===== src/cpd_pkg.sv =====
package cpd_pkg;
    // width of the frame bit counter
    localparam int CPD_CNT_W      = 5;
    // bits shifted per frame
    localparam int CPD_FRAME_BITS = 16;
    // master clock cycles per serial bit
    localparam int CPD_BIT_DIV    = 4;
    // width of the bit divider counter
    localparam int CPD_DIV_W      = 3;
    // control register width and phone-mode flag field positions
    localparam int CPD_CTRL_W     = 8;
    localparam int CPD_FLAG0_POS  = 0;
    localparam int CPD_FLAG1_POS  = 1;
    // reset value of the retained control register
    localparam logic [7:0] CPD_CTRL_RST = 8'h00;

    // sequencer states
    typedef enum logic [1:0]
    {
        CPD_ST_IDLE  = 2'b00,
        CPD_ST_SHIFT = 2'b01,
        CPD_ST_DOWN  = 2'b10
    } cpd_state_t;
endpackage : cpd_pkg


===== src/cpd_powerdown_ctrl.sv =====
`timescale 1ns/1ps
// How it works
// - low power-down stops port and clocks
// - control register keeps its value during power-down
// - resume with retained setup on release
// - power-down clears only internal counters
// - frame sync low marks active port
// - frame sync low while bits shift
// - phone mode drives flag from control
// - all timing derives from master clock
// - function control latched on sync rise
module cpd_powerdown_ctrl
#(
    parameter int FRAME_BITS = cpd_pkg::CPD_FRAME_BITS,
    parameter int BIT_DIV    = cpd_pkg::CPD_BIT_DIV
)
(
    input  wire logic                          sys_clk,
    input  wire logic                          reset_n,
    input  wire logic                          power_down_n,
    input  wire logic                          function_control_in,
    input  wire logic                          xfer_req,
    input  wire logic                          ctrl_wr,
    input  wire logic [cpd_pkg::CPD_CTRL_W-1:0] ctrl_wdata,
    input  wire logic                          phone_mode,
    output logic                               frame_sync_n,
    output logic                               serial_clk_en,
    output logic                               bit_strobe,
    output logic                               flag0_out,
    output logic                               flag1_out,
    output logic                               fc_latched,
    output logic                               powered_down
);
    import cpd_pkg::*;

    logic                 pd_n_sync;   // synchronised power-down pin
    logic                 fc_sync;     // synchronised function control
    cpd_state_t           state_reg;   // sequencer state
    cpd_state_t           state_next;
    logic [CPD_CNT_W-1:0] bit_cnt_reg; // bits shifted so far
    logic [CPD_DIV_W-1:0] div_reg;     // master clock divider
    logic [CPD_CTRL_W-1:0] ctrl_reg;   // retained control register
    logic                 bit_tick;    // one serial bit period elapsed
    logic                 last_bit;    // final bit of frame

    // pins cross into the clock domain first
    cpd_sync u_pd_sync
    (
        .sys_clk  (sys_clk),
        .reset_n  (reset_n),
        .pin_in   (power_down_n),
        .pin_sync (pd_n_sync)
    );

    cpd_sync u_fc_sync
    (
        .sys_clk  (sys_clk),
        .reset_n  (reset_n),
        .pin_in   (function_control_in),
        .pin_sync (fc_sync)
    );

    // bit timing from master clock only
    assign bit_tick = (div_reg == CPD_DIV_W'(BIT_DIV - 1));
    assign last_bit = bit_tick &&
                      (bit_cnt_reg == CPD_CNT_W'(FRAME_BITS - 1));

    // next state decode
    always_comb
    begin
        state_next = state_reg;
        unique case (state_reg)
            CPD_ST_IDLE:
            begin
                if (!pd_n_sync)
                    state_next = CPD_ST_DOWN;
                else if (xfer_req)
                    state_next = CPD_ST_SHIFT;
            end
            CPD_ST_SHIFT:
            begin
                if (!pd_n_sync)
                    state_next = CPD_ST_DOWN;
                else if (last_bit)
                    state_next = CPD_ST_IDLE;
            end
            CPD_ST_DOWN:
            begin
                // resume straight to idle, no reprogramming
                if (pd_n_sync)
                    state_next = CPD_ST_IDLE;
            end
            default:
                state_next = CPD_ST_IDLE;
        endcase
    end

    // state register
    always_ff @(posedge sys_clk or negedge reset_n)
    begin
        if (!reset_n)
            state_reg <= CPD_ST_IDLE;
        else
            state_reg <= state_next;
    end

    // clock divider, held cleared outside shifting
    // start edge also held so the first bit is full length
    always_ff @(posedge sys_clk or negedge reset_n)
    begin
        if (!reset_n)
            div_reg <= '0;
        else if (state_reg != CPD_ST_SHIFT || state_next != CPD_ST_SHIFT
                 || bit_tick)
            div_reg <= '0;
        else
            div_reg <= div_reg + CPD_DIV_W'(1);
    end

    // bit counter, cleared by power-down
    always_ff @(posedge sys_clk or negedge reset_n)
    begin
        if (!reset_n)
            bit_cnt_reg <= '0;
        else if (state_next != CPD_ST_SHIFT)
            bit_cnt_reg <= '0;
        else if (bit_tick)
            bit_cnt_reg <= bit_cnt_reg + CPD_CNT_W'(1);
    end

    // control register: only software writes change it
    always_ff @(posedge sys_clk or negedge reset_n)
    begin
        if (!reset_n)
            ctrl_reg <= CPD_CTRL_RST;
        else if (ctrl_wr && state_reg != CPD_ST_DOWN)
            ctrl_reg <= ctrl_wdata;
    end

    // serial port outputs
    always_ff @(posedge sys_clk or negedge reset_n)
    begin
        if (!reset_n)
        begin
            frame_sync_n  <= 1'b1;
            serial_clk_en <= 1'b0;
            bit_strobe    <= 1'b0;
            powered_down  <= 1'b0;
        end
        else
        begin
            frame_sync_n  <= (state_next != CPD_ST_SHIFT);
            serial_clk_en <= (state_next != CPD_ST_DOWN);
            bit_strobe    <= (state_reg == CPD_ST_SHIFT) && bit_tick
                             && pd_n_sync;
            powered_down  <= (state_next == CPD_ST_DOWN);
        end
    end

    // function control caught on frame sync rising edge
    always_ff @(posedge sys_clk or negedge reset_n)
    begin
        if (!reset_n)
            fc_latched <= 1'b0;
        else if (!frame_sync_n && state_next != CPD_ST_SHIFT)
            fc_latched <= fc_sync;
    end

    // phone mode flag outputs
    always_ff @(posedge sys_clk or negedge reset_n)
    begin
        if (!reset_n)
        begin
            flag0_out <= 1'b0;
            flag1_out <= 1'b0;
        end
        else if (phone_mode)
        begin
            flag0_out <= ctrl_reg[CPD_FLAG0_POS];
            flag1_out <= ctrl_reg[CPD_FLAG1_POS];
        end
    end
endmodule : cpd_powerdown_ctrl


===== src/cpd_sync.sv =====
`timescale 1ns/1ps
// two-stage synchroniser for pin inputs
module cpd_sync
(
    input  wire logic sys_clk,
    input  wire logic reset_n,
    input  wire logic pin_in,
    output logic      pin_sync
);
    logic meta_reg;    // first stage, read only by second stage

    // double flop; resets to zero
    always_ff @(posedge sys_clk or negedge reset_n)
    begin
        if (!reset_n)
        begin
            meta_reg <= 1'b0;
            pin_sync <= 1'b0;
        end
        else
        begin
            meta_reg <= pin_in;
            pin_sync <= meta_reg;
        end
    end
endmodule : cpd_sync

===== config.mk =====
export PLATFORM = sky130hd
export DESIGN_NAME = cpd_powerdown_ctrl
export DESIGN_NICKNAME = d
export VERILOG_FILES = /design/src/cpd_pkg.sv /design/src/cpd_powerdown_ctrl.sv /design/src/cpd_sync.sv
export SDC_FILE = /design/constraint.sdc
export NUM_CORES = 1
export LEC_CHECK = 0
export BUFFER_PORTS_ARGS = -buffer_cell sky130_fd_sc_hd__buf_2
export CAP_MARGIN = 10
export CORE_UTILIZATION = 49
export DETAILED_ROUTE_END_ITERATION = 12
export PLACE_DENSITY_LB_ADDON = 0.3
export SYNTH_ARGS = -nofsm -noshare
export SYNTH_HDL_FRONTEND = slang
export SYNTH_SLANG_ARGS = --single-unit

===== constraint.sdc =====
create_clock -name sys_clk -period 1.7 [get_ports sys_clk]
set_input_delay 0.085 -clock sys_clk [delete_from_list [all_inputs] [get_ports sys_clk]]
set_output_delay 0.085 -clock sys_clk [all_outputs]
set_load 0.02 [all_outputs]

==> results.cfg, run 1 <==
[sta]
fin_hold_ws_ns = 0.003520
max_slew_margin_pct = 67.92
fin_setup_tns_ns = 0
worstMarginPinSlew_ns = 0.4812
fin_crit_ns = 1.630
max_freq_mhz = 613.6
slew_violations = 0
setup_violations = 0
period_share_pct = 95.87
hold_viol = 0
fin_skew_ns = 0.006992

[cells_and_area]
nets = 109
drive_above_1_share_pct = 37.08
largest_reg_flops = 5
antenna_cells = 0
area_growth_pct = 25.90
fin_util_pct = 69.05
design_area_um2 = 1089

[grt]
antenna_found_initial = 0
globalRouteTotalUtil_pct = 15.45
grt_max_degree = 24
grt_pass1_wl_um = 2063
grt-ovfl-total = 0
grt_pass1_vias = 488

[cts]
cts_buffers = 3
clkTransAtPathRegs_ns = 0.12
cts_sinks = 23
cts_root_buf = clkbuf_4
cts_tree = yes
insertion_delay_ns = 0.30
cts_max_path_buffers = 2
h-tree-depth = 1

[floorplan]
fp.coreArea_um2 = 1577
start_util_pct = 54.84
die_h_um = 44.01
dieArea_um2 = 1936
pin_count = 22
row_count = 14
fp.dieW_um = 44.01

[route]
wl_um = 1367
wl_per_cell_um = 13.02
vias = 524
ant_nets = 0
first_iter_violations = 4
drt-pass1-iter-count = 5
drc = 0
viasPerCell = 4.990

[worst_setup_path]
startpoint_type = register
path_class = register to register
cp_max_fo = 3
cp_data_required_time_ns = 1.90
endpoint_kind = register
critPathArrivalTime_ns = 1.83

[placement]
gp_congestion = 0.6799
place_area_um2 = 962.2
port_buffers = 15
dp_hpwl_um = 929.6

[logic_synthesis]
yosysWarnings = 0
synth_seq_cells = 23
yosysTopAreaCellShare_pct = 63.68
synthCells = 65
syn_area_um2 = 864.6
yosys-top-cells-area = dfrtp_1 64%, ha_1 5.8%, mux2_2 5.2%, nor2_1 3.5%, dfstp_2 3.0%
synth.net_count = 84
yosysSeqAreaShare_pct = 66.71
yosys.area.top_type = dfrtp_1
synth.distinct_cells = 23
avgSynthCellArea_um2 = 13.30

[power_and_ir_drop]
power.density_nw_per_um2 = 885.3
peakVddDrop_v = 0.0006715
leakagePower_uw = 0.0005174
finalPower_uw = 963.7

[run_status]
outcome = complete, no violations

[flow_run]
maxCapViolations = 0

[worst_hold_path]
hp-class = input pin to register
[layout make-up]
class / instances / area [um^2]
multi-input combinational: 35 / 311.5
inverter: 6 / 22.52
sequential: 23 / 576.8
tap: 16 / 20.02
fill: 116 / 488.0
clock inverter: 1 / 5.005
clock buffer: 3 / 22.52
timing repair buffer: 21 / 130.1
[cells in the mapped netlist (all sizes together)]
master and count:
nand3b 1, nor2 8, xor2 2, dfrtp 22
or2 1, dfstp 1, a21oi 2, nand2 1
nand4 1, ha 4, nand3 2, a31oi 1
and2b 1, inv 6, o21ai 1, mux2 5
and3 2, mux2i 1, a211oi 1, xnor2 1
buf 1
[placed cells by master (no fill, tap or decap), drive strengths merged, types with 2 or more instances in the layout]
master / Yosys / layout
dfrtp: 22 / 22
buf: 1 / 17
nor2: 8 / 8
inv: 6 / 6
mux2: 5 / 5
dlygate4sd3: 0 / 4
ha: 4 / 4
clkbuf: 0 / 3
a21oi: 2 / 2
xor2: 2 / 2
and3: 2 / 2
nand3: 2 / 2
[path summary, 6_finish.rpt]
check / from / depth (start not counted) / end / slack (ns)
setup / recovery: bit_cnt_reg[0] / 6 / fc_latched / 0.07
hold / removal: ctrl_wdata[1] / 2 / ctrl_reg[1] / 0.004
setup reg to reg: bit_cnt_reg[0] / 6 / fc_latched / 0.07
hold reg to reg: u_fc_sync.meta_reg / 0 / u_fc_sync.pin_sync / 0.37
max in group asynchronous: reset_n / 2 / frame_sync_n / 1.10
min in group asynchronous: reset_n / 2 / serial_clk_en / 0.25
[report_power, final]
group	switching, uW	internal [uW]	leakage (uW)
combinational	63.6	54.1	0.000210
sequential	20.2	583	0.000290
clock	155	87.7	0.0000177
[kinds of logic (layout without fill, tap and decap cells)]
kind of cell               count (synthesis)  in the layout  synth area share (%)
buffers and inverters                      7             31                 3.183
and+or+nand+nor                           17             17                 10.28
DFF                                       23             23                 66.72
adders and majority gates                  4              4                 5.789
AOI/OAI and AO/OA                          5              5                 3.329
muxes                                      6              6                 7.670
xor gates and xnor gates                   3              3                 3.040
[worst max-delay path, stage by stage, from the launching register on]
cell	delay (ns)
dfrtp_1	0.41
ha_2	0.20
and3_4	0.19
ha_4	0.14
nand3_4	0.07
a31oi_4	0.21
mux2_4	0.31
[per-stage QoR]
stage | setup slack, ns | std cells
2_1_floorplan | 0.1769 | 65
3_3_place_gp | 0.08604 | 96
3_5_place_dp | 0.05992 | 96
4_1_cts | 0.04357 | 103
5_1_grt | -0.004217 | 105
6_report | 0.07019 | 105
[what timing repair did]
| item | CTS | global route |
|---|---|---|
| setup endpoints to repair | 0 | 1 |
| buffers inserted | 0 | 1 |
| hold endpoints to repair | 24 | 1 |
| gates resized for setup | 0 | 9 |
| hold buffers | 3 | 1 |
[per-layer routing]
metal,vias up,wire length [um],GRT usage (%)
met4,0,15,9.091
met5,-,0,0
met1,248,653,20.06
li1,263,-,-
met3,2,32,3.750
met2,11,665,23.53
Note: power is estimated with default switching activity, not from simulation.
==> run 2, diff against run 1 <==
CELL_PAD_IN_SITES_DETAIL_PLACEMENT = 0   (was not set)
CELL_PAD_IN_SITES_GLOBAL_PLACEMENT = 1   (was not set)
CORE_ASPECT_RATIO = 0.7   (was not set)
CORE_UTILIZATION = 39   (was 49)
==> run 2 against run 1 <==
Net effect:
- combinational power fell by 8%
- power decreased by 1.5%
- final cell count rose by 12%
- core utilization shrank 16 points
- sequential share of layout area is 2.1 points higher
- clock power hardly changed
- register-to-register slack better by 0.02 ns
- wire length down 7.2%
==> results.cfg, run 2 (same netlist as run 1, synthesis figures left out) <==
[worst_setup_path]
r2r_slack_ns = 0.09
crit_chain = ha_1, and3_1, ha_1, nand3_1, a31oi_1, mux2_1
critPathArrivalTime_ns = 1.81
startpoint_type = register
critPathBufInv = 0
cp_max_fo = 3
critPathTopFamily = flip-flops
critPathMaxStageDelay_ns = 0.42
endpoint_kind = register
crit_top_cell = ha_1
cp_data_required_time_ns = 1.90
slowest_stage = dfrtp_1
path_class = register to register

[cts]
cts_max_path_buffers = 2
h-tree-depth = 1
clkTransAtPathRegs_ns = 0.12
cts_tree = yes
cts_sinks = 23
cts_setup_buffers = 0
cts_buffers = 3
cts_root_buf = clkbuf_4
insertion_delay_ns = 0.30

[floorplan]
dieArea_um2 = 2412
start_util_pct = 43.93
fp.coreArea_um2 = 1968
die_h_um = 41.40
pin_count = 22
fp.dieW_um = 58.28
row_count = 13

[placement]
dp.cells = 110
gp_congestion = 0.6681
dp_hpwl_um = 970.9
port_buffers = 15
place_area_um2 = 979.7

[route]
vias = 522
ant_nets = 0
drt-pass1-iter-count = 3
first_iter_violations = 4
drc = 0
wl_per_cell_um = 10.75
wl_um = 1268
viasPerCell = 4.424

[sta]
fin_setup_tns_ns = 0
hold_viol = 0
period_share_pct = 94.91
slew_violations = 0
max_freq_mhz = 619.8
fin_skew_ns = 0.006948
worstMarginPinSlew_ns = 0.4959
rsz0062_at_grt = true
fin_crit_ns = 1.613
max_slew_margin_pct = 66.94
setup_violations = 0

[cells_and_area]
antenna_cells = 0
area_growth_pct = 21.13
largest_reg_flops = 5
drive_above_1_share_pct = 29.55
final_common_cell = dfrtp_1
design_area_um2 = 1047
nets = 108
fillers = 186
final_cell_mix = 22 x dfrtp_1, 15 x buf_2, 8 x nor2_1
final_cells = 118

[grt]
grt_max_degree = 24
globalRouteTotalUtil_pct = 13.45
use_met3_pct = 6.790
globalRouteMet1Util_pct = 16.86
use_met2_pct = 20.98
grt_pass1_wl_um = 2166
grt_pass1_vias = 480
busiest_layer = met2
grt-ovfl-total = 0
antenna_found_initial = 0

[power_and_ir_drop]
leakagePower_uw = 0.0005123
peakVddDrop_v = 0.0007422
power.density_nw_per_um2 = 906.0

[worst_hold_path]
hp-class = input pin to register

[flow_run]
maxCapViolations = 0

[run_status]
outcome = complete, no violations
==> run 2: worst paths after layout <==
path | from | to | depth (start not counted)
max in group asynchronous | reset_n | frame_sync_n | 2
min | ctrl_wdata[1] | ctrl_reg[1] | 2
max reg2reg | bit_cnt_reg[0] | fc_latched | 6
max | bit_cnt_reg[0] | fc_latched | 6
min reg2reg | u_pd_sync.meta_reg | u_pd_sync.pin_sync | 0
min in group asynchronous | reset_n | bit_cnt_reg[2] | 2
==> run 2: layout make-up <==
cell class / instances / area (um^2) / share of cell area (%)
Clock buffer: 3 / 22.52 / 2.151
Clock inverter: 1 / 5.005 / 0.4779
Inverter: 6 / 22.52 / 2.151
Multi-Input combinational cell: 35 / 260.3 / 24.85
Sequential cell: 23 / 576.8 / 55.08
Tap cell: 30 / 37.54 / 3.584
Timing Repair Buffer: 20 / 122.6 / 11.71
==> run 2: through the flow <==
| stage | hold WS [ns] | power, uW | setup WS, ns | utilization, % |
|---|---|---|---|---|
| global placement | 0.08222 | 714.7 | 0.08482 | 49.78 |
| CTS | 0.007167 | 966.6 | 0.07874 | 53.21 |
| global route | 0.002515 | 1009 | -0.0004114 | 53.21 |
| finish | 0.01338 | 948.8 | 0.08657 | 53.21 |
| detailed placement | 0.08330 | 717.1 | 0.08322 | 49.78 |
| floorplan | -0.2106 | 667.7 | 0.1769 | - |
==> run 2: where the power goes <==
part           total, uW  internal, uW  switching (uW)
clock network        239          87.7             151
registers            601           583            17.8
logic                109          48.4            60.9
total                949           719             229
==> run 2: what timing repair did <==
| item | CTS | global route |
|---|---|---|
| endpoints found under the setup margin | 0 | 1 |
| hold buffers | 4 | 0 |
| hold endpoints to repair | 25 | 0 |
| gates resized for setup | 0 | 0 |
==> run 2: per-layer routing <==
layer | vias up | wire [um]
li1 | 262 | -
met1 | 250 | 649
met2 | 8 | 548
met3 | 2 | 65
met4 | 0 | 5
met5 | - | 0
==> run 3, diff against run 2 <==
BUFFER_PORTS_ARGS = -buffer_cell sky130_fd_sc_hd__buf_4   (was -buffer_cell sky130_fd_sc_hd__buf_2)
==> run 3 against run 2 <==
Net effect:
- die area stayed put
- sequential share of layout area down 3.5 points
- register-to-register slack improved by 0.03 ns
- critical endpoint unchanged
- worst setup slack improved by 0.026 ns
- largest power group unchanged
- global-route usage decreased by 0.84 points
- wire length up 10%
- combinational power up 22%
- clock skew up 0.0043 ns
- clock-buffer cell count stayed put
==> results.cfg, run 3 (same netlist as run 1, synthesis figures left out) <==
[cts]
cts_buffers = 3
cts_sinks = 23
clkTransAtPathRegs_ns = 0.13
cts_root_buf = clkbuf_4
h-tree-depth = 1
cts_setup_buffers = 0
cts_tree = yes
cts_max_path_buffers = 2
insertion_delay_ns = 0.31

[route]
drt-pass1-iter-count = 2
wl_um = 1396
wl_per_cell_um = 11.63
ant_nets = 0
drc = 0
first_iter_violations = 4
viasPerCell = 4.383
vias = 526

[worst_setup_path]
critPathArrivalTime_ns = 1.79
startpoint_type = register
path_class = register to register
cp_data_required_time_ns = 1.91
endpoint_kind = register
cp_max_fo = 3

[power_and_ir_drop]
finalPower_uw = 978.9
peakVddDrop_v = 0.0005071
p_clk_share_pct = 24.9
seqPwrFrac_pct = 61.6
power.switching_uw = 239.6
power.density_nw_per_um2 = 875.1
leakagePower_uw = 0.0005351
swShare_pct = 24.48
power.internal_uw = 739.3
pwr-share-comb_pct = 13.6

[cells_and_area]
area_growth_pct = 29.38
antenna_cells = 0
design_area_um2 = 1119
final_cell_mix = 22 x dfrtp_1, 17 x buf_4, 8 x nor2_1
drive_above_1_share_pct = 33.33
nets = 110
largest_reg_flops = 5
final_common_cell = dfrtp_1

[floorplan]
dieArea_um2 = 2412
die_h_um = 41.40
fp.coreArea_um2 = 1968
row_count = 13
start_util_pct = 43.93
pin_count = 22
fp.dieW_um = 58.28

[sta]
fin_skew_ns = 0.01121
setup_violations = 0
period_share_pct = 93.37
rsz0062_at_grt = false
hold_viol = 0
worstMarginPinSlew_ns = 0.2744
max_freq_mhz = 630.0
slew_violations = 0
max_slew_margin_pct = 81.52
fin_setup_tns_ns = 0
fin_crit_ns = 1.587

[grt]
globalRouteTotalUtil_pct = 12.61
grt_max_degree = 24
grt-ovfl-total = 0
grt_pass1_wl_um = 2035
grt_pass1_vias = 422
antenna_found_initial = 0

[flow_run]
maxCapViolations = 0

[worst_hold_path]
hp-class = input pin to register

[placement]
gp_congestion = 0.6688
place_area_um2 = 1025
dp_hpwl_um = 965.1
port_buffers = 15

[run_status]
outcome = complete, no violations
-- run 3: power by group through the flow --
stage	registers (uW)	clock network, uW	logic [uW]
after floorplan	634	0	33.3
after detailed placement	613	0	124
after CTS	602	254	130
final	603	243	133
after global routing	607	279	144
after global placement	611	0	123
-- run 3: cell type report --
cell class | instances | area (um^2)
Fill cell | 181 | 849.6
Sequential cell | 23 | 576.8
Multi-Input combinational cell | 35 | 276.5
Timing Repair Buffer | 22 | 177.7
Tap cell | 30 | 37.54
Clock buffer | 3 | 22.52
Inverter | 6 | 22.52
Clock inverter | 1 | 5.005
-- run 3: per-layer routing --
layer / GRT usage [%] / vias up / wire, um
met5: 0 / - / 0
met4: 1.786 / 0 / 5
met3: 6.790 / 2 / 73
met2: 18.68 / 8 / 618
met1: 16.73 / 253 / 698
li1: - / 263 / -
-- run 3: what timing repair did --
item | 4_1_cts | 5_1_grt
hold buffers | 3 | 2
endpoints found under the setup margin | 0 | 2
resized for setup | 0 | 3
endpoints found under the hold margin | 25 | 2
-- run 3: path summary, 6_finish.rpt --
| path | start | endpoint | slack [ns] | cells after the start |
|---|---|---|---|---|
| max | bit_cnt_reg[0] | fc_latched | 0.11 | 6 |
| min | phone_mode | flag1_out | 0.03 | 2 |
| max reg2reg | bit_cnt_reg[0] | fc_latched | 0.11 | 6 |
| min reg2reg | u_fc_sync.meta_reg | u_fc_sync.pin_sync | 0.36 | 0 |
| max in group asynchronous | reset_n | frame_sync_n | 1.24 | 2 |
| min in group asynchronous | reset_n | bit_cnt_reg[2] | 0.19 | 2 |
-- run 3: worst max-delay path, stage by stage (launching register included) --
cell and delay [ns]:
dfrtp_1 0.42, ha_1 0.22, and3_1 0.19, ha_1 0.18
nand3_2 0.08, a31oi_2 0.09, mux2_1 0.31
-- run 3: per-stage QoR --
stage	hold slack (ns)	std cells	utilization, %	setup slack, ns
floorplan	-0.2106	65	-	0.1769
finish	0.02507	120	56.83	0.1127
CTS	0.002802	118	54.99	0.07377
global route	0.007313	120	56.83	0.006154
global placement	-0.008175	111	52.07	0.08616
detailed placement	-0.006742	111	52.07	0.07621
